**config.mk**
```make
export PLATFORM = sky130hd
export DESIGN_NAME = fxr_device_flat
export DESIGN_NICKNAME = d
export VERILOG_FILES = /design/src/verilog/fxr_pkg.sv /design/src/verilog/fxr_if.sv /design/src/verilog/fxr_device.sv /design/src/flat_wrapper.sv
export SDC_FILE = /design/constraint.sdc
export NUM_CORES = 1
export LEC_CHECK = 0
export BUFFER_PORTS_ARGS = -buffer_cell sky130_fd_sc_hd__buf_2
export CAP_MARGIN = 20
export CORE_MARGIN = 2
export CORE_UTILIZATION = 53
export DETAILED_ROUTE_END_ITERATION = 12
export PLACE_DENSITY = 0.71
export SETUP_SLACK_MARGIN = 0.2
export SLEW_MARGIN = 20
export SYNTH_ARGS = -nofsm -noshare
export SYNTH_HDL_FRONTEND = slang
export SYNTH_SLANG_ARGS = --single-unit
```
**constraint.sdc**
```tcl
create_clock -name clk_sys_in -period 3.3 [get_ports clk_sys_in]
set_clock_uncertainty 0.2 [all_clocks]
set_input_delay 0.66 -clock clk_sys_in [delete_from_list [all_inputs] [get_ports clk_sys_in]]
set_output_delay 0.66 -clock clk_sys_in [all_outputs]
set_load 0.01 [all_outputs]
```
**src/verilog/fxr_pkg.sv**
```systemverilog
// constants, types and dummy-cycle lookup shared by both link ends
// Notes on behaviour
// - default dummies 8, 4 dual-io, 6 quad
// - host programs enough dummy cycles for reads
// - never two drivers on data lines
// - no dual-io double-rate read in quad mode
// - 8-bit register: drive, pattern, four flags
// - parameter writes leave the four flags alone
// - 85h writes nonvolatile copy, 83h volatile
// - drive encodings, 111 default, 000/100 reserved
// - bit 0 mirrors the busy status bit
// - pattern enable: 0 off, 1 on, resets 0
// - protection flag on protected erase or program
// - program flag on program or register failure
// - erase flag on erase or register failure
// - program commands: fail or protected sets flags
// - info row program: fail or locked region
// - bad mode-lock change sets program and protect
// - password mismatch sets program and protect
// - register update: erase step, program step flags
// - locked status write sets protect and erase
// - erase commands: fail or protected sets flags
// - chip erase flags only on block protect bits
// - error flags stick until clear or reset
// - commands still run while flags are set
package fxr_pkg;
	// register layout
	localparam int EXT_W = 8;
	localparam int DRV_HI = 7;
	localparam int DRV_LO = 5;
	localparam int TP_BIT = 4;
	localparam int BUSY_BIT = 0;
	localparam int WR_W = 4; // writable upper bits
	localparam logic [3:0] WR_DEFAULT = 4'he; // drive 111, pattern off
	// error flag indices inside the 3-bit flag group
	localparam int F_E = 2;
	localparam int F_P = 1;
	localparam int F_PROT = 0;
	localparam int FLAG_W = 3;
	// drive strength encodings
	localparam logic [2:0] DRV_90 = 3'h1;
	localparam logic [2:0] DRV_60 = 3'h2;
	localparam logic [2:0] DRV_45 = 3'h3;
	localparam logic [2:0] DRV_20 = 3'h5;
	localparam logic [2:0] DRV_15 = 3'h6;
	localparam logic [2:0] DRV_30 = 3'h7;
	localparam logic [2:0] DRV_RSV_A = 3'h0;
	localparam logic [2:0] DRV_RSV_B = 3'h4;
	// opcodes
	localparam logic [7:0] OP_SET_NV = 8'h85;
	localparam logic [7:0] OP_SET_V = 8'h83;
	localparam logic [7:0] OP_READ_EXT = 8'h81;
	localparam logic [7:0] OP_CLEAR_ERR = 8'h82;
	localparam logic [7:0] OP_SOFT_RST = 8'h99;
	localparam logic [7:0] OP_DDR_DUAL_A = 8'hbd;
	localparam logic [7:0] OP_DDR_DUAL_B = 8'hbe;
	// dummy cycle counts
	localparam logic [3:0] DUMMY_8 = 4'h8;
	localparam logic [3:0] DUMMY_6 = 4'h6;
	localparam logic [3:0] DUMMY_4 = 4'h4;
	localparam logic [3:0] DUMMY_NONE = 4'h0;
	// link framing
	localparam int FRAME_BITS = 16;
	localparam int BYTE_BITS = 8;
	localparam int SYNC_W = 4;
	// host register offsets
	localparam logic [3:0] REG_CMD = 4'h0;
	localparam logic [3:0] REG_DUMMY = 4'h4;
	localparam logic [3:0] REG_STATUS = 4'h8;
	localparam logic [3:0] REG_RX = 4'hc;
	// outcome kinds reported by the array engine
	typedef enum logic [2:0] {
		EV_PROGRAM = 3'b000,
		EV_INFO_PROG = 3'b001,
		EV_PROT_CFG = 3'b010,
		EV_UNLOCK = 3'b011,
		EV_NV_UPDATE = 3'b100,
		EV_STATUS_WRITE = 3'b101,
		EV_ERASE = 3'b110,
		EV_CHIP_ERASE = 3'b111
	} fxr_event_e;
	// host sequencer states
	typedef enum logic [1:0] {
		HS_IDLE = 2'b00,
		HS_SHIFT = 2'b01,
		HS_TAIL = 2'b10,
		HS_GUARD = 2'b11
	} fxr_hstate_e;
	// default dummy cycles of a read opcode, none for others
	function automatic logic [3:0] dummy_for(input logic [7:0] op, input logic quad);
		logic [3:0] d;
		d = DUMMY_NONE;
		case (op)
			8'h0b, 8'h0c, 8'h0d, 8'h0e: d = quad ? DUMMY_6 : DUMMY_8;
			8'h3b, 8'h3c, 8'h6b, 8'h6c: d = quad ? DUMMY_NONE : DUMMY_8;
			8'hbb, 8'hbc, 8'hbd, 8'hbe: d = quad ? DUMMY_NONE : DUMMY_4;
			8'heb, 8'hec, 8'hed, 8'hee: d = DUMMY_6;
			default: d = DUMMY_NONE;
		endcase
		return d;
	endfunction : dummy_for
endpackage : fxr_pkg

```
**src/verilog/fxr_if.sv**
```systemverilog
// serial link between flash register device and host
interface fxr_if;
	logic sck; // link clock, made by host
	logic cs_n; // frame select, active low
	logic mosi; // host to device data
	logic miso; // device to host data
	logic miso_oe; // device drives miso
	// documented device end
	modport device (input sck, input cs_n, input mosi, output miso, output miso_oe);
	// controller end
	modport host (output sck, output cs_n, output mosi, input miso, input miso_oe);
endinterface : fxr_if

```
**src/verilog/fxr_device.sv**
```systemverilog
// extended read register and error flag logic on the device end
module fxr_device (
	// clock and reset
	input wire logic clk_sys_in,
	input wire logic rst_n_in,
	// link
	fxr_if.device link,
	// array engine status
	input wire logic busy_in,
	input wire logic quad_mode_in,
	input wire logic write_protect_n_in,
	input wire logic status_write_disable_in,
	input wire logic [3:0] block_protect_bits_in,
	// outcome report, one-cycle pulse
	input wire logic event_valid_in,
	input wire fxr_pkg::fxr_event_e event_kind_in,
	input wire logic erase_fail_in,
	input wire logic program_fail_in,
	input wire logic target_protected_in,
	// register state
	output logic [fxr_pkg::EXT_W-1:0] ext_params_out,
	output logic [2:0] drive_sel_out,
	output logic training_pattern_enable_out,
	output logic [3:0] dummy_cycles_out
);
	// pin synchronisers
	logic [fxr_pkg::SYNC_W-1:0] sync1; // first stage only
	logic [fxr_pkg::SYNC_W-1:0] sync2; // safe copies
	logic sck_prev; // edge detect
	logic cs_prev;
	// register state
	logic [fxr_pkg::WR_W-1:0] vol; // volatile writable bits
	logic [fxr_pkg::WR_W-1:0] nv; // nonvolatile copy
	logic [fxr_pkg::FLAG_W-1:0] flags; // e, p, protect
	logic reload; // pending copy of nv into vol
	// link state
	logic [4:0] bitcnt;
	logic [fxr_pkg::FRAME_BITS-2:0] shin;
	logic [7:0] opcode;
	logic [7:0] shout;
	logic miso_q;
	logic oe_q;
	// next values
	logic [fxr_pkg::WR_W-1:0] next_vol;
	logic [fxr_pkg::WR_W-1:0] next_nv;
	logic [fxr_pkg::FLAG_W-1:0] next_flags;
	logic next_reload;
	logic [4:0] next_bitcnt;
	logic [fxr_pkg::FRAME_BITS-2:0] next_shin;
	logic [7:0] next_opcode;
	logic [7:0] next_shout;
	logic next_miso;
	logic next_oe;
	logic [3:0] next_dummy;
	// decoded helpers
	logic sck_s;
	logic cs_s;
	logic mosi_s;
	logic wp_n_s;
	logic rise;
	logic fall;
	logic frame_end;
	logic [fxr_pkg::EXT_W-1:0] reg_val;
	logic [fxr_pkg::FLAG_W-1:0] ev_set;
	logic clr;
	logic [7:0] byte_in;

	assign sck_s = sync2[3];
	assign cs_s = sync2[2];
	assign mosi_s = sync2[1];
	assign wp_n_s = sync2[0];
	assign rise = sck_s & ~sck_prev & ~cs_s;
	assign fall = ~sck_s & sck_prev & ~cs_s;
	assign frame_end = cs_s & ~cs_prev;
	assign byte_in = {shin[6:0], mosi_s};
	// assembled register view, bit 0 is the live busy status
	assign reg_val = {vol, flags, busy_in};
	assign link.miso = miso_q;
	assign link.miso_oe = oe_q;

	// two-stage synchronisers for every pin
	always_ff @(posedge clk_sys_in or negedge rst_n_in)
	begin
		if (!rst_n_in)
		begin
			// idle pin levels: clock low, select high, data low, protect pin high
			sync1 <= 4'h5;
			sync2 <= 4'h5;
			sck_prev <= 1'b0;
			cs_prev <= 1'b1;
		end
		else
		begin
			sync1 <= {link.sck, link.cs_n, link.mosi, write_protect_n_in};
			sync2 <= sync1;
			sck_prev <= sync2[3];
			cs_prev <= sync2[2];
		end
	end

	// flag set terms from the reported outcome
	always_comb
	begin
		ev_set = 3'h0;
		if (event_valid_in)
		begin
			case (event_kind_in)
				fxr_pkg::EV_PROGRAM, fxr_pkg::EV_INFO_PROG, fxr_pkg::EV_PROT_CFG, fxr_pkg::EV_UNLOCK:
				begin
					// failure, protected target, locked row, bad lock bits, wrong password
					ev_set[fxr_pkg::F_P] = program_fail_in | target_protected_in;
					ev_set[fxr_pkg::F_PROT] = target_protected_in;
				end
				fxr_pkg::EV_NV_UPDATE:
				begin
					// internal erase then program of register bits
					ev_set[fxr_pkg::F_E] = erase_fail_in;
					ev_set[fxr_pkg::F_P] = program_fail_in;
				end
				fxr_pkg::EV_STATUS_WRITE:
				begin
					// locked when disable bit set and protect pin low
					ev_set[fxr_pkg::F_E] = erase_fail_in | (status_write_disable_in & ~wp_n_s);
					ev_set[fxr_pkg::F_P] = program_fail_in;
					ev_set[fxr_pkg::F_PROT] = status_write_disable_in & ~wp_n_s;
				end
				fxr_pkg::EV_ERASE:
				begin
					ev_set[fxr_pkg::F_E] = erase_fail_in | target_protected_in;
					ev_set[fxr_pkg::F_PROT] = target_protected_in;
				end
				fxr_pkg::EV_CHIP_ERASE:
				begin
					// sector locks alone never flag a chip erase
					ev_set[fxr_pkg::F_E] = erase_fail_in | (|block_protect_bits_in);
					ev_set[fxr_pkg::F_PROT] = |block_protect_bits_in;
				end
				default: ev_set = 3'h0;
			endcase
		end
	end

	// link decode and register updates
	always_comb
	begin
		next_vol = vol;
		next_nv = nv;
		next_reload = 1'b0;
		next_bitcnt = bitcnt;
		next_shin = shin;
		next_opcode = opcode;
		next_shout = shout;
		next_miso = miso_q;
		next_oe = oe_q;
		next_dummy = dummy_cycles_out;
		clr = 1'b0;
		// volatile copy takes the stored copy after reset
		if (reload)
			next_vol = nv;
		if (frame_end)
		begin
			// release the line when the frame closes
			next_bitcnt = 5'h0;
			next_oe = 1'b0;
		end
		else if (rise)
		begin
			next_shin = {shin[13:0], mosi_s};
			next_bitcnt = bitcnt + 5'h1;
			if (bitcnt == 5'(fxr_pkg::BYTE_BITS - 1))
			begin
				// opcode complete
				next_opcode = byte_in;
				next_dummy = fxr_pkg::dummy_for(byte_in, quad_mode_in);
				clr = (byte_in == fxr_pkg::OP_CLEAR_ERR) | (byte_in == fxr_pkg::OP_SOFT_RST);
				if (byte_in == fxr_pkg::OP_SOFT_RST)
					next_reload = 1'b1;
			end
			else if (bitcnt == 5'(fxr_pkg::FRAME_BITS - 1))
			begin
				// data byte: only writable bits, reserved drive codes keep old drive
				if (opcode == fxr_pkg::OP_SET_V || opcode == fxr_pkg::OP_SET_NV)
				begin
					if (opcode == fxr_pkg::OP_SET_V)
						next_vol[0] = byte_in[fxr_pkg::TP_BIT];
					else
						next_nv[0] = byte_in[fxr_pkg::TP_BIT];
					if (byte_in[7:5] != fxr_pkg::DRV_RSV_A && byte_in[7:5] != fxr_pkg::DRV_RSV_B)
					begin
						if (opcode == fxr_pkg::OP_SET_V)
							next_vol[3:1] = byte_in[7:5];
						else
							next_nv[3:1] = byte_in[7:5];
					end
				end
			end
		end
		else if (fall && bitcnt == 5'(fxr_pkg::BYTE_BITS) && opcode == fxr_pkg::OP_READ_EXT)
		begin
			// start driving the register only in the data byte
			next_oe = 1'b1;
			next_miso = reg_val[7];
			next_shout = {reg_val[6:0], 1'b0};
		end
		else if (fall && oe_q)
		begin
			next_miso = shout[7];
			next_shout = {shout[6:0], 1'b0};
		end
		// set wins over clear; flags never block commands
		next_flags = (flags & ~{fxr_pkg::FLAG_W{clr}}) | ev_set;
	end

	// register all state
	always_ff @(posedge clk_sys_in or negedge rst_n_in)
	begin
		if (!rst_n_in)
		begin
			vol <= fxr_pkg::WR_DEFAULT;
			nv <= fxr_pkg::WR_DEFAULT;
			flags <= 3'h0;
			reload <= 1'b1;
			bitcnt <= 5'h0;
			shin <= 15'h0;
			opcode <= 8'h00;
			shout <= 8'h00;
			miso_q <= 1'b0;
			oe_q <= 1'b0;
			dummy_cycles_out <= fxr_pkg::DUMMY_NONE;
			ext_params_out <= 8'h00;
			drive_sel_out <= fxr_pkg::DRV_30;
			training_pattern_enable_out <= 1'b0;
		end
		else
		begin
			vol <= next_vol;
			nv <= next_nv;
			flags <= next_flags;
			reload <= next_reload;
			bitcnt <= next_bitcnt;
			shin <= next_shin;
			opcode <= next_opcode;
			shout <= next_shout;
			miso_q <= next_miso;
			oe_q <= next_oe;
			dummy_cycles_out <= next_dummy;
			ext_params_out <= reg_val;
			drive_sel_out <= vol[3:1];
			training_pattern_enable_out <= vol[0];
		end
	end
endmodule : fxr_device

```
**src/flat_wrapper.sv**
```systemverilog
// flat-port wrapper written by rule: the top's interface ports become plain ports
module fxr_device_flat 
  (clk_sys_in, rst_n_in, busy_in, quad_mode_in, write_protect_n_in, status_write_disable_in, block_protect_bits_in, event_valid_in, event_kind_in, erase_fail_in, program_fail_in, target_protected_in, ext_params_out, drive_sel_out, training_pattern_enable_out, dummy_cycles_out, link_sck, link_cs_n, link_mosi, link_miso, link_miso_oe);
  fxr_if link_i ();
  input wire logic clk_sys_in;
  input wire logic rst_n_in;
  input wire logic busy_in;
  input wire logic quad_mode_in;
  input wire logic write_protect_n_in;
  input wire logic status_write_disable_in;
  input wire logic [3:0] block_protect_bits_in;
  input wire logic event_valid_in;
  input wire fxr_pkg::fxr_event_e event_kind_in;
  input wire logic erase_fail_in;
  input wire logic program_fail_in;
  input wire logic target_protected_in;
  output logic [fxr_pkg::EXT_W-1:0] ext_params_out;
  output logic [2:0] drive_sel_out;
  output logic training_pattern_enable_out;
  output logic [3:0] dummy_cycles_out;
  input wire logic [$bits(link_i.sck)-1:0] link_sck;
  input wire logic [$bits(link_i.cs_n)-1:0] link_cs_n;
  input wire logic [$bits(link_i.mosi)-1:0] link_mosi;
  output wire logic [$bits(link_i.miso)-1:0] link_miso;
  output wire logic [$bits(link_i.miso_oe)-1:0] link_miso_oe;
  assign link_i.sck = link_sck;
  assign link_i.cs_n = link_cs_n;
  assign link_i.mosi = link_mosi;
  assign link_miso = link_i.miso;
  assign link_miso_oe = link_i.miso_oe;
  fxr_device u_core (.clk_sys_in(clk_sys_in), .rst_n_in(rst_n_in), .link(link_i), .busy_in(busy_in), .quad_mode_in(quad_mode_in), .write_protect_n_in(write_protect_n_in), .status_write_disable_in(status_write_disable_in), .block_protect_bits_in(block_protect_bits_in), .event_valid_in(event_valid_in), .event_kind_in(event_kind_in), .erase_fail_in(erase_fail_in), .program_fail_in(program_fail_in), .target_protected_in(target_protected_in), .ext_params_out(ext_params_out), .drive_sel_out(drive_sel_out), .training_pattern_enable_out(training_pattern_enable_out), .dummy_cycles_out(dummy_cycles_out));
endmodule
```
# --- After elaboration in Yosys (flattened, before gate mapping) ---
# Cells that the tools add are included.
totals:
  romBits: 0
  in_bits: 20
  out_inout_bits: 18
  memories: 0
  latchBits: 0
  register_bits: 68
  mem_bits_rw: 0
classes:
  bitwise: 23
  add_sub_neg: 1
  shifts: 0
  div: 0
  order_cmp: 0
  muxes: 33
  reduce_logical: 24
  multipliers: 0
  eq_ne: 33
op_table:
  columns: ["cell", "n"]
  rows:
  - ["8-bit equality test, second input constant", 13]
  - ["8-bit by 4-bit equality test with 1-bit output, second input constant", 4]
  - ["4-bit 2-to-1 mux", 8]
  - ["4-bit OR reduction", 6]
  - ["8-bit by 6-bit equality test with 1-bit output, second input constant", 2]
  - ["8-bit by 7-bit equality test with 1-bit output, second input constant", 2]
  - ["8-bit 2-to-1 mux", 2]
  - ["4-bit case mux with 4 select lines", 1]
  - ["1-bit 2-to-1 mux", 13]
  - ["3-bit equality test, second input constant", 4]
  - ["3-bit 2-to-1 mux", 4]
  - ["5-bit by 4-bit equality test with 1-bit output, second input constant", 2]
  - ["5-bit 2-to-1 mux", 2]
  - ["1-bit inverter", 9]
  - ["7-bit AND reduction", 1]
  - ["1-bit bitwise AND", 6]
  - ["3-bit by 2-bit equality test with 1-bit output, second input constant", 2]
  - ["3-bit AND reduction", 2]
  - ["6-bit AND reduction", 1]
  - ["2-bit nonzero test", 3]
  - ["5-bit by 1-bit adder with 5-bit output, second input constant", 1]
  - ["5-bit by 3-bit equality test with 1-bit output, second input constant", 1]
  - ["1-bit OR", 5]
  - ["5-bit OR reduction", 1]
  - ["other kinds (15)", 19]

# --- Depth between registers and ports, before layout ---
# Gate-level depths: netlist (run 1).
depth:
  depth_word: 8
  ltp_mapped: 7
  depth_no_buf: 7

# --- Least setup slack after synthesis (run 1) ---
# OpenSTA, ideal clock, no wires.
synth_path:
  path_type: "reg-to-reg"
  from: "reg u_core.bitcnt[0]"
  to: "reg u_core.vol[3] (netlist bit)"
  required_time_ns: 3.018
  setup_slack_ns: 1.255
  arrival_time_ns: 1.762
  n_path_buf: 0
  setup_time_ns: 0.082
  path_stages_with_launch: 8
  path_cell_list: "dfrtp_1 -> ha_1 -> and3_1 -> ha_1 -> nand4bb_4 -> nor4_4 -> o21ai_2 -> mux2_4"
synth_via:
  elab_chain_cells: 5
synth_rtl:
  columns: ["item", "line_no", "rtl"]
  rows:
  - ["start, declared", "fxr_device.sv:37", "logic [4:0] bitcnt;"]
  - ["start signal, assigned", "fxr_device.sv:240", "bitcnt <= next_bitcnt;"]
  - ["5-bit by 4-bit equality test with 1-bit output", "fxr_device.sv:179", "else if (bitcnt == 5'(fxr_pkg::FRAME_BITS - 1))"]
  - ["4-bit 2-to-1 mux", "fxr_device.sv:179", null]
  - ["4-bit 2-to-1 mux (*)", "fxr_device.sv:170", "if (bitcnt == 5'(fxr_pkg::BYTE_BITS - 1))"]
  - ["4-bit 2-to-1 mux (*)", "fxr_device.sv:166", "else if (rise)"]
  - ["4-bit 2-to-1 mux (*)", "fxr_device.sv:160", "if (frame_end)"]
  - ["via u_core.next_vol (one bit)", "fxr_device.sv:44", "logic [fxr_pkg::WR_W-1:0] next_vol;"]
  - ["end signal, assigned", "fxr_device.sv:219", "vol <= fxr_pkg::WR_DEFAULT;"]
  - ["end signal, assigned", "fxr_device.sv:236", "vol <= next_vol;"]
  - ["end, declared", "fxr_device.sv:32", "logic [fxr_pkg::WR_W-1:0] vol;"]
# The timed path passes the listed nets; every way through them passes the cells marked *.
# A chain may end at the register's enable or synchronous reset.

# --- Worst setup path after layout (run 1) ---
layout_path:
  from: "reg u_core.opcode[5]"
  to: "reg u_core.shout[1]"
layout_via:
  elab_chain_cells: 4
layout_rtl:
  columns: ["item", "line_no", "rtl"]
  rows:
  - ["start, declared", "fxr_device.sv:39", "logic [7:0] opcode;"]
  - ["start signal, assigned", "fxr_device.sv:242", "opcode <= next_opcode;"]
  - ["8-bit equality test (*)", "fxr_device.sv:198", "else if (fall && bitcnt == 5'(fxr_pkg::BYTE_BITS) && opcode == fxr_pkg::OP_READ_EXT)"]
  - ["1-bit logical AND (*)", "fxr_device.sv:198", null]
  - ["2-bit nonzero test (no line)", null, null]
  - ["3-bit AND reduction (no line)", null, null]
  - ["end signal, assigned", "fxr_device.sv:243", "shout <= next_shout;"]
  - ["end, declared", "fxr_device.sv:40", "logic [7:0] shout;"]
# Every way passes the cells marked *; elsewhere a longest branch is shown, timed or not.

==> qor.csv, run 1 <==
metric,value,unit
sequential fraction of the synthesis area,58.81,%
Synth Flop Type,dfrtp_1,
WL/cell,14.57,um
Placed Area,3039,um2
Sink Count,65,
Avg Inst Size Synth,12.55,um2
final setup vio count,0,
Synth Cell Area,2798,um2
drt drc,0,
largest family of logic cells by synthesized area,simple AND/OR/NAND/NOR gates,
worst vdd ir,0.0003509,V
vias in the first global route,1714,
Required @ worst endpoint,3320,ps
Comb pwr share,6.4,%
IO Pins,38,
Yosys warning total,0,
"CTS clk-pin slew, worst paths",70,ps
register share of total power,53.6,%
Layout fillers,419,
largest net degree at the start of global routing,36,
Starting Density,54.78,%
CTS tree,done,
power per cell area,513.8,nW/um2
Die Wd,76.66,um
Max-slew headroom,54.51,%
met2 usage,27.96,%
min Tclk post-route,2276,ps
Post-Synth XOR/XNOR Area,0.6261,%
CP Class,reg2reg,
sw frac,23.98,%
critical path arrival,2300,ps
fin cells,336,
clock group share of total power,40.0,%
CTS buffer count,9,
global route overflow,0,
Die H,76.66,um
nets,284,
Final Hold Fails,0,
via count,1780,
total core area,5107,um2
Final Cycle Share,68.97,%
# hold bufs at CTS,0,
Pleak,0.001525,uW
RSZ-0062 raised after global routing,no,
Cell Int Power,1265,uW
largest area contributor in the netlist,dfrtp_1,
Pre-antenna DRT Iters,4,
utilization after layout,63.40,%
Overall Global Routing Usage,18.99,%
first-pass GRT wire length,8666,um
CP endpoint kind,register,
Vias/cell,5.298,
ys async rst share,100.0,%
fraction of final layout cells sized beyond drive strength 1,39.10,%
clock buffer depth,2,
Rows,26,
post-CTS resize count,0,
max-cap violations,0,
most frequent cell after synthesis,dfrtp_1,
Critical Path Fanout Max,9,
post-synthesis mux area share,12.88,%
ranking of synthesized cells by area,"dfrtp_1 45%, dfstp_2 14%, mux2_2 11%",
synthesized flop and latch total,65,
Critical-path top delay cell,or4b_4,
Psw,398.9,uW
met1 Usage GRT,26.04,%
Yosys top cell area share,44.72,%
Post-synth EDFFs,0,
gpl congestion,0.7682,
startpoint types,register,
dpl hpwl,3385,um
CTS Root Buffer Type,clkbuf_8,
post-synthesis simple-gate area fraction,15.12,%
M3 GR Usage,7.882,%
die area,5876,um2
# diodes,0,
initial antenna violation count,0,
hold crit path type,in2async,
port bufs,36,
outcome,"complete, no violations",
final setup TNS,0,ps
post-synth cell types,48,
dpl cells,320,
GR peak layer,met2,
WHS,155.3,ps
Slew @ Worst Pin,682.4,ps
post-route ant nets,0,
adder-cell share of the synthesized area,1.342,%
"Slew Viols, Final",0,
list of most frequent post-synthesis cells,"50 x dfrtp_1, 29 x nand2_1, 28 x mux2_2",
post-synthesis compound-gate area fraction,8.363,%
H-tree depth,3,
max incr delay on CP,570,ps
DRT iter0 DRCs,74,
post-CTS setup buffer count,0,
post-route cell area,3238,um2
WL final,4897,um
"Clk Latency, worst-skew pair",340,ps
max frequency,0.4394,GHz
Synth Net Count,246,
crit path cell chain,or4b_4 -> nor3b_1 -> and3_1 -> mux2_2,
Area Growth Syn to Fin,15.74,%
Synth Instances,223,
[sequential cells by signal, summed over array words and instances, names as in the netlist]
register,flops
u_core.opcode,8
u_core.dummy_cycles_out,3
u_core.sync1,4
u_core.shin,7
u_core.link.miso,1
u_core.sck_prev,1
u_core.shout,7
u_core.ext_params_out,8
u_core.drive_sel_out,3
u_core.nv,4
u_core.flags,3
u_core.sync2,4
u_core.link.miso_oe,1
u_core.reload,1
u_core.bitcnt,5
u_core.vol,4
u_core.cs_prev,1
[cells by family after synthesis]
logic type | Yosys count
buffers and inverters | 17
muxes | 32
DFF | 65
xor gates and xnor gates | 2
adders and majority gates | 3
and+or+nand+nor | 70
AOI/OAI and AO/OA | 33
other | 1
[power by group through the flow]
stage               combinational [uW]  sequential [uW]  clock (uW)
global route                       122              900         732
global placement                   105              904           0
CTS                                109              891         689
detailed placement                 108              905           0
finish                             107              891         666
floorplan                         89.4              866           0
[cell type report]
| type | count | area (um2) | area share [%] |
|---|---|---|---|
| inverters | 6 | 22.52 | 0.6955 |
| clock inverters | 3 | 40.04 | 1.236 |
| multi-input cells | 141 | 1076 | 33.23 |
| flip-flops and latches | 65 | 1645 | 50.81 |
| repair buffers | 38 | 207.7 | 6.414 |
| well taps | 70 | 87.58 | 2.705 |
| clock buffers | 13 | 158.9 | 4.907 |
[final timing paths]
check                                       from         endpoint  slack, ps  cells past startpoint
worst max-delay path            u_core.opcode[5]  u_core.shout[1]       1020                      4
worst min register to register   u_core.sync1[1]  u_core.sync2[1]        160                      0
worst max register to register  u_core.opcode[5]  u_core.shout[1]       1020                      4
max in group asynchronous               rst_n_in  u_core.sync2[0]       2060                      2
min in group clk_sys_in          u_core.sync1[1]  u_core.sync2[1]        160                      0
worst min-delay path                    rst_n_in    u_core.vol[0]        160                      1
[layer usage]
| layer | up-vias | routed length, um |
|---|---|---|
| met2 | 38 | 2287 |
| li1 | 871 | - |
| met1 | 865 | 2291 |
| met3 | 6 | 263 |
| met5 | - | 0 |
| met4 | 0 | 54 |
[worst max-delay path: cells and delay by family (launching register included)]
family,cells,cell delay (ps)
muxes,1,390
DFF,1,370
and+or+nand+nor,3,1190
[stage by stage]
| step | power (uW) | worst slack (ps) |
|---|---|---|
| detailed placement | 1013 | 1040 |
| CTS | 1689 | 1015 |
| global route | 1753 | 894.6 |
| floorplan | 955.2 | 1255 |
| finish | 1664 | 1024 |
| global placement | 1010 | 1058 |
[cell usage in the layout, fill, tap and decap left out, drive strengths merged, types with 2 or more instances in the layout]
master	n
nand2	29
nor4	2
dfstp	15
o31ai	2
o41ai	2
mux2i	3
inv	6
clkinv	2
a21oi	4
nand3	6
xor2	2
mux2	29
nor3	3
clkbuf	13
o21ai	9
ha	3
nor4b	3
nand2b	2
o2111ai	3
nor2b	4
nor3b	6
nor2	5
a22o	3
and3	2
dfrtp	50
buf	38
a21o	3
Note: power is estimated with default switching activity, not from simulation.
==> run 2, diff against run 1 <==
==> constraint.sdc (replaced) <==
create_clock -name clk_sys_in -period 2.25 [get_ports clk_sys_in]
set_clock_uncertainty 0.2 [all_clocks]
set_input_delay 0.45 -clock clk_sys_in [delete_from_list [all_inputs] [get_ports clk_sys_in]]
set_output_delay 0.45 -clock clk_sys_in [all_outputs]
set_load 0.01 [all_outputs]
==> run 2 against run 1 <==
Net effect:
- global-route usage rose by 0.50 points
- fmax rose by 6.7%
- combinational power increased by 96%
- highest routed layer unchanged
==> qor.csv, run 2 (same netlist as run 1, synthesis figures left out) <==
metric,value,unit,change
worst r2r path cells,5,,+1
max incr delay on CP,560,ps,about the same
dpl cells,327,,+2.2%
CP Class,reg2reg,,
fin cells,351,,+4.5%
Die Wd,76.66,um,unchanged
via count,1857,,+4.3%
Required @ worst endpoint,2260,ps,-1060 ps
"commonest non-fill, non-tap cell in the layout",dfrtp_1,,
Final Hold Fails,0,,unchanged
Critical Path Fanout Max,9,,unchanged
CP endpoint kind,register,,
clock buffer depth,2,,unchanged
DRT iter0 DRCs,53,,-28%
WL met2,2435,um,+6.5%
Worst Hold End,u_core.sync1[3],,
dpl ws,77.82,ps,-961.9 ps
CTS tree,done,,
fraction of final layout cells sized beyond drive strength 1,43.06,%,+4.0 points
Routed met3 length,201,um,-24%
WHS,35.44,ps,-119.8 ps
Reg area,1645,um2,unchanged
nets,300,,+5.6%
IO Pins,38,,unchanged
# diodes,0,,unchanged
first-pass GRT wire length,8887,um,+2.6%
post-route cell area,3403,um2,+5.1%
initial antenna violation count,0,,unchanged
Final Cycle Share,94.81,%,+26 points
Rows,26,,unchanged
cell count of the worst hold path,1,,
vias in the first global route,1845,,+7.6%
Placed Area,3104,um2,+2.1%
crit path cell chain,or4b_4 -> nor3b_2 -> and3_4 -> buf_12 -> mux2_2,,
min Tclk post-route,2133,ps,-142.7 ps
Critical-path top delay cell,or4b_4,,
R2R Path Start,u_core.opcode[5],,
CTS buffer count,9,,unchanged
Largest regs,"u_core.ext_params_out: 8 flops, u_core.opcode: 8 flops",,
Starting Density,54.78,%,unchanged
WL final,5092,um,+4.0%
"Clk Latency, worst-skew pair",330,ps,about the same
H-tree depth,3,,unchanged
outcome,"complete, no violations",,
WL/cell,14.51,um,-0.46%
CTS Root Buffer Type,clkbuf_8,,
dpl hpwl,3445,um,+1.8%
Die H,76.66,um,unchanged
startpoint types,register,,
WP buf/inv,1,,+1
die area,5876,um2,unchanged
DR top layer,met4,,
gpl congestion,0.7854,,+2.2%
max-cap violations,0,,unchanged
port bufs,36,,unchanged
"CTS clk-pin slew, worst paths",60,ps,about the same
drt drc,0,,unchanged
Reg-to-Reg End,u_core.shout[1],,
total core area,5107,um2,unchanged
R2R Setup Slk,120,ps,-910 ps
Overall Global Routing Usage,19.50,%,+0.50 points
critical path arrival,2140,ps,-160 ps
family with the most delay on the worst path,simple AND/OR/NAND/NOR gates,,
power per cell area,678.9,nW/um2,+32%
Pleak,0.001582,uW,+3.8%
setup slack after layout,116.7,ps,-907.3 ps
hold crit path type,in2reg,,
largest net degree at the start of global routing,66,,+83%
Pre-antenna DRT Iters,4,,unchanged
hold path start,link_sck,,
Area Growth Syn to Fin,21.65,%,
Layout fillers,402,,-4.1%
max frequency,0.4688,GHz,+6.7%
post-route ant nets,0,,unchanged
final setup vio count,0,,unchanged
Sink Count,65,,unchanged
global route overflow,0,,unchanged
most frequent cells in the layout,"50 x dfrtp_1, 36 x buf_2, 29 x nand2_1",,
met1 WL,2377,um,+3.8%
"Slew Viols, Final",0,,unchanged
Vias/cell,5.291,,-0.13%
worst vdd ir,0.0005313,V,+51%
final setup TNS,0,ps,unchanged
footprint of the multi-input gates,1140,um2,+5.9%
RSZ-0062 raised after global routing,yes,,
## run 2: cell types whose count changed in the layout (fill, tap and decap cells not counted), sizes merged
cell	change
bufinv	-1
clkinv	-1
clkbuf	+1
buf	+12
dlygate4sd3	+4
## run 2: area by class of cell
type | instances | share of cell area (%)
timing repair buffer | 54 | 10.29
sequential | 65 | 48.35
clock inverter | 1 | 0.1471
tap | 70 | 2.574
clock buffer | 14 | 4.485
multi-input combinational | 141 | 33.49
inverter | 6 | 0.6618
## run 2: worst max-delay path by stage
stage / startpoint / to / slack (ps) / cells past startpoint
2_1_floorplan: u_core.bitcnt[0] / u_core.vol[3] / 210 / 7
3_3_place_gp: u_core.opcode[5] / u_core.shout[2] / 130 / 5
3_5_place_dp: u_core.opcode[5] / u_core.shout[7] / 80 / 5
4_1_cts: u_core.opcode[6] / u_core.shout[1] / 120 / 5
5_1_grt: u_core.opcode[5] / u_core.shout[6] / 80 / 5
6_report: u_core.opcode[5] / u_core.shout[1] / 120 / 5
## run 2: worst register-to-register path, cell delays in order (launching register included)
cell and delay [ps]:
dfrtp_1 380, or4b_4 560, nor3b_2 210, and3_4 220, buf_12 120, mux2_2 330
## run 2: layer usage
metal  global-route usage, %  up-vias
met3                   6.706        9
met4                   6.364        0
met2                   29.56       33
met1                   26.58      914
met5                       0        -
li1                        -      901
## run 2: stage by stage
| step | util (%) | total power [uW] |
|---|---|---|
| final | 66.63 | 2311 |
| after global routing | 66.63 | 2437 |
| after global placement | 60.78 | 1495 |
| after CTS | 65.38 | 2339 |
| after floorplan | - | 1401 |
| after detailed placement | 60.78 | 1499 |
## run 2: repair_timing
action	CTS	global route
endpoints found under the hold margin	51	2
endpoints found under the setup margin	14	23
setup buffers	4	1
hold buffers	2	2
gates resized for setup	6	7
pin swaps	6	6
## run 2: power by group
group,leakage [uW],internal (uW),total (uW),switching (uW)
sequential,0.000792,1220,1290,72.6
clock,0.0000805,424,812,388
combinational,0.000710,94.7,210,115
==> run 3, diff against run 2 <==
--- a/config.mk
+++ b/config.mk
@@ -5,12 +5,12 @@
 export SDC_FILE = /design/constraint.sdc
 export NUM_CORES = 1
 export LEC_CHECK = 0
-export BUFFER_PORTS_ARGS = -buffer_cell sky130_fd_sc_hd__buf_2
 export CAP_MARGIN = 20
 export CORE_MARGIN = 2
 export CORE_UTILIZATION = 53
 export DETAILED_ROUTE_END_ITERATION = 12
-export PLACE_DENSITY = 0.71
+export DONT_BUFFER_PORTS = 1
+export PLACE_DENSITY = 0.65
 export SETUP_SLACK_MARGIN = 0.2
 export SLEW_MARGIN = 20
 export SYNTH_ARGS = -nofsm -noshare
==> run 3 against run 2 <==
Net effect:
- the flow now finishes with violations (negative hold slack)
- die area did not move
- routed wire length rose by 2.1%
- critical endpoint is now u_core.vol[3]
- sequential share of layout area increased by 1.6 points
- first-iteration DRC count rose by 60%
- final cell count decreased by 9.7%
==> qor.csv, run 3 (same netlist as run 1, synthesis figures left out) <==
metric,value,unit,change
CP Class,reg2reg,,
Final Cycle Share,94.01,%,-0.80 points
total core area,5107,um2,unchanged
Required @ worst endpoint,2310,ps,+50 ps
Pre-antenna DRT Iters,4,,unchanged
port bufs,0,,-100%
Reg-to-Reg End,u_core.vol[3],,
via count,1780,,-4.1%
worst r2r path cells,5,,unchanged
startpoint types,register,,
# hold bufs at CTS,5,,+3
min Tclk post-route,2115,ps,-18.07 ps
post-route ant nets,0,,unchanged
R2R Setup Slk,130,ps,+20 ps
IO Pins,38,,unchanged
Vias/cell,5.615,,+6.1%
"CTS clk-pin slew, worst paths",70,ps,about the same
die area,5876,um2,unchanged
Sink Count,65,,unchanged
Die H,76.66,um,unchanged
fraction of final layout cells sized beyond drive strength 1,36.03,%,-7.0 points
post-route cell area,3296,um2,-3.2%
Area Growth Syn to Fin,17.80,%,
"commonest non-fill, non-tap cell in the layout",dfrtp_1,,
failing checks,negative hold slack,,
DRT iter0 DRCs,85,,+60%
CP endpoint kind,register,,
initial antenna violation count,0,,unchanged
Rows,26,,unchanged
Critical Path Fanout Max,4,,-5
max-cap violations,0,,unchanged
WL/cell,16.40,um,+13%
most frequent cells in the layout,"50 x dfrtp_1, 27 x nand2_1, 27 x mux2_2",,
WL final,5199,um,+2.1%
setup slack after layout,134.8,ps,+18.07 ps
dpl ws,68.27,ps,-9.550 ps
"Clk Latency, worst-skew pair",330,ps,about the same
vias in the first global route,1877,,+1.7%
"Slew Viols, Final",0,,unchanged
CTS Root Buffer Type,clkbuf_8,,
Die Wd,76.66,um,unchanged
global route overflow,0,,unchanged
H-tree depth,3,,unchanged
final setup vio count,0,,unchanged
# diodes,0,,unchanged
first-pass GRT wire length,8776,um,-1.2%
largest net degree at the start of global routing,66,,unchanged
max frequency,0.4728,GHz,+0.85%
R2R Path Start,u_core.opcode[4],,
worst vdd ir,0.0004087,V,-23%
clock buffer depth,2,,unchanged
CTS buffer count,9,,unchanged
Largest regs,"u_core.ext_params_out: 8 flops, u_core.opcode: 8 flops",,
dpl hpwl,3466,um,+0.60%
RSZ-0062 raised after global routing,yes,,
Starting Density,54.78,%,unchanged
worst setup path end,u_core.vol[3],,
power per cell area,775.4,nW/um2,+14%
Final Hold Fails,65,,+65
outcome,"complete, but fails checks",,
drt drc,0,,unchanged
nets,265,,-12%
Overall Global Routing Usage,19.38,%,-0.11 points
critical path arrival,2180,ps,+40 ps
gpl congestion,0.8114,,+3.3%
WHS,-393.1,ps,-428.6 ps
Critical Path Start,u_core.opcode[4],,
hold crit path type,in2async,,
Placed Area,2897,um2,-6.7%
Pleak,0.001469,uW,-7.2%
Layout fillers,409,,+1.7%
CTS tree,done,,
final setup TNS,0,ps,unchanged
[run 3: cell count changes in the layout (fill, tap and decap cells not counted), sizes merged]
| cell | previous run | this run |
|---|---|---|
| buf | 50 | 13 |
| bufinv | 0 | 2 |
| clkbuf | 14 | 15 |
| clkinv | 1 | 0 |
| dlygate4sd3 | 4 | 5 |
[run 3: per-stage QoR]
stage	power, uW	std cells	util (%)
after floorplan	1401	223	-
after global placement	1446	289	56.71
after detailed placement	1459	289	56.71
after CTS	2576	314	63.38
after global routing	2678	317	64.53
final	2555	317	64.53
[run 3: worst min path at each step]
stage | end | slack (ps) | depth (start not counted)
global route | u_core.shout[1] | -420 | 0
CTS | u_core.dummy_cycles_out[2] | -410 | 0
detailed placement | u_core.ext_params_out[7] | -40 | 0
global placement | u_core.ext_params_out[7] | -40 | 0
floorplan | u_core.bitcnt[0] | -50 | 0
finish | u_core.nv[0] | -390 | 0
[run 3: report_power, final]
part / internal [uW] / switching (uW)
combinational: 82.8 / 108
sequential: 1220 / 51.1
clock: 687 / 411
total: 1990 / 570
[run 3: what timing repair did]
| action | in CTS | in global routing |
|---|---|---|
| gates resized for setup | 8 | 6 |
| hold endpoints to repair | 70 | 65 |
| gates cloned | 0 | 1 |
| buffers inserted | 4 | 2 |
| setup endpoints to repair | 24 | 24 |
| pin swaps | 5 | 3 |
[run 3: final cells by class]
type	instances	area [um2]	area share, %
inverter	6	22.52	0.6834
tap	70	87.58	2.658
multi-input combinational	141	1129	34.24
timing repair buffer	19	188.9	5.733
sequential	65	1645	49.92
clock inverter	2	60.06	1.822
clock buffer	14	162.7	4.935
[run 3: worst max-delay path, stage by stage (launching register included)]
cell and delay (ps):
dfrtp_1 380, or4b_4 550, buf_6 140, nor4_4 360, o21ai_2 110, mux2_4 310
[run 3: routing by layer]
metal / vias up / track usage [%] / part of all wire [%]
li1: 842 / - / -
met1: 881 / 24.08 / 44
met3: 13 / 5.294 / 3.8
met5: - / 0 / 0
met4: 0 / 11.27 / 2.6
met2: 44 / 30.62 / 50
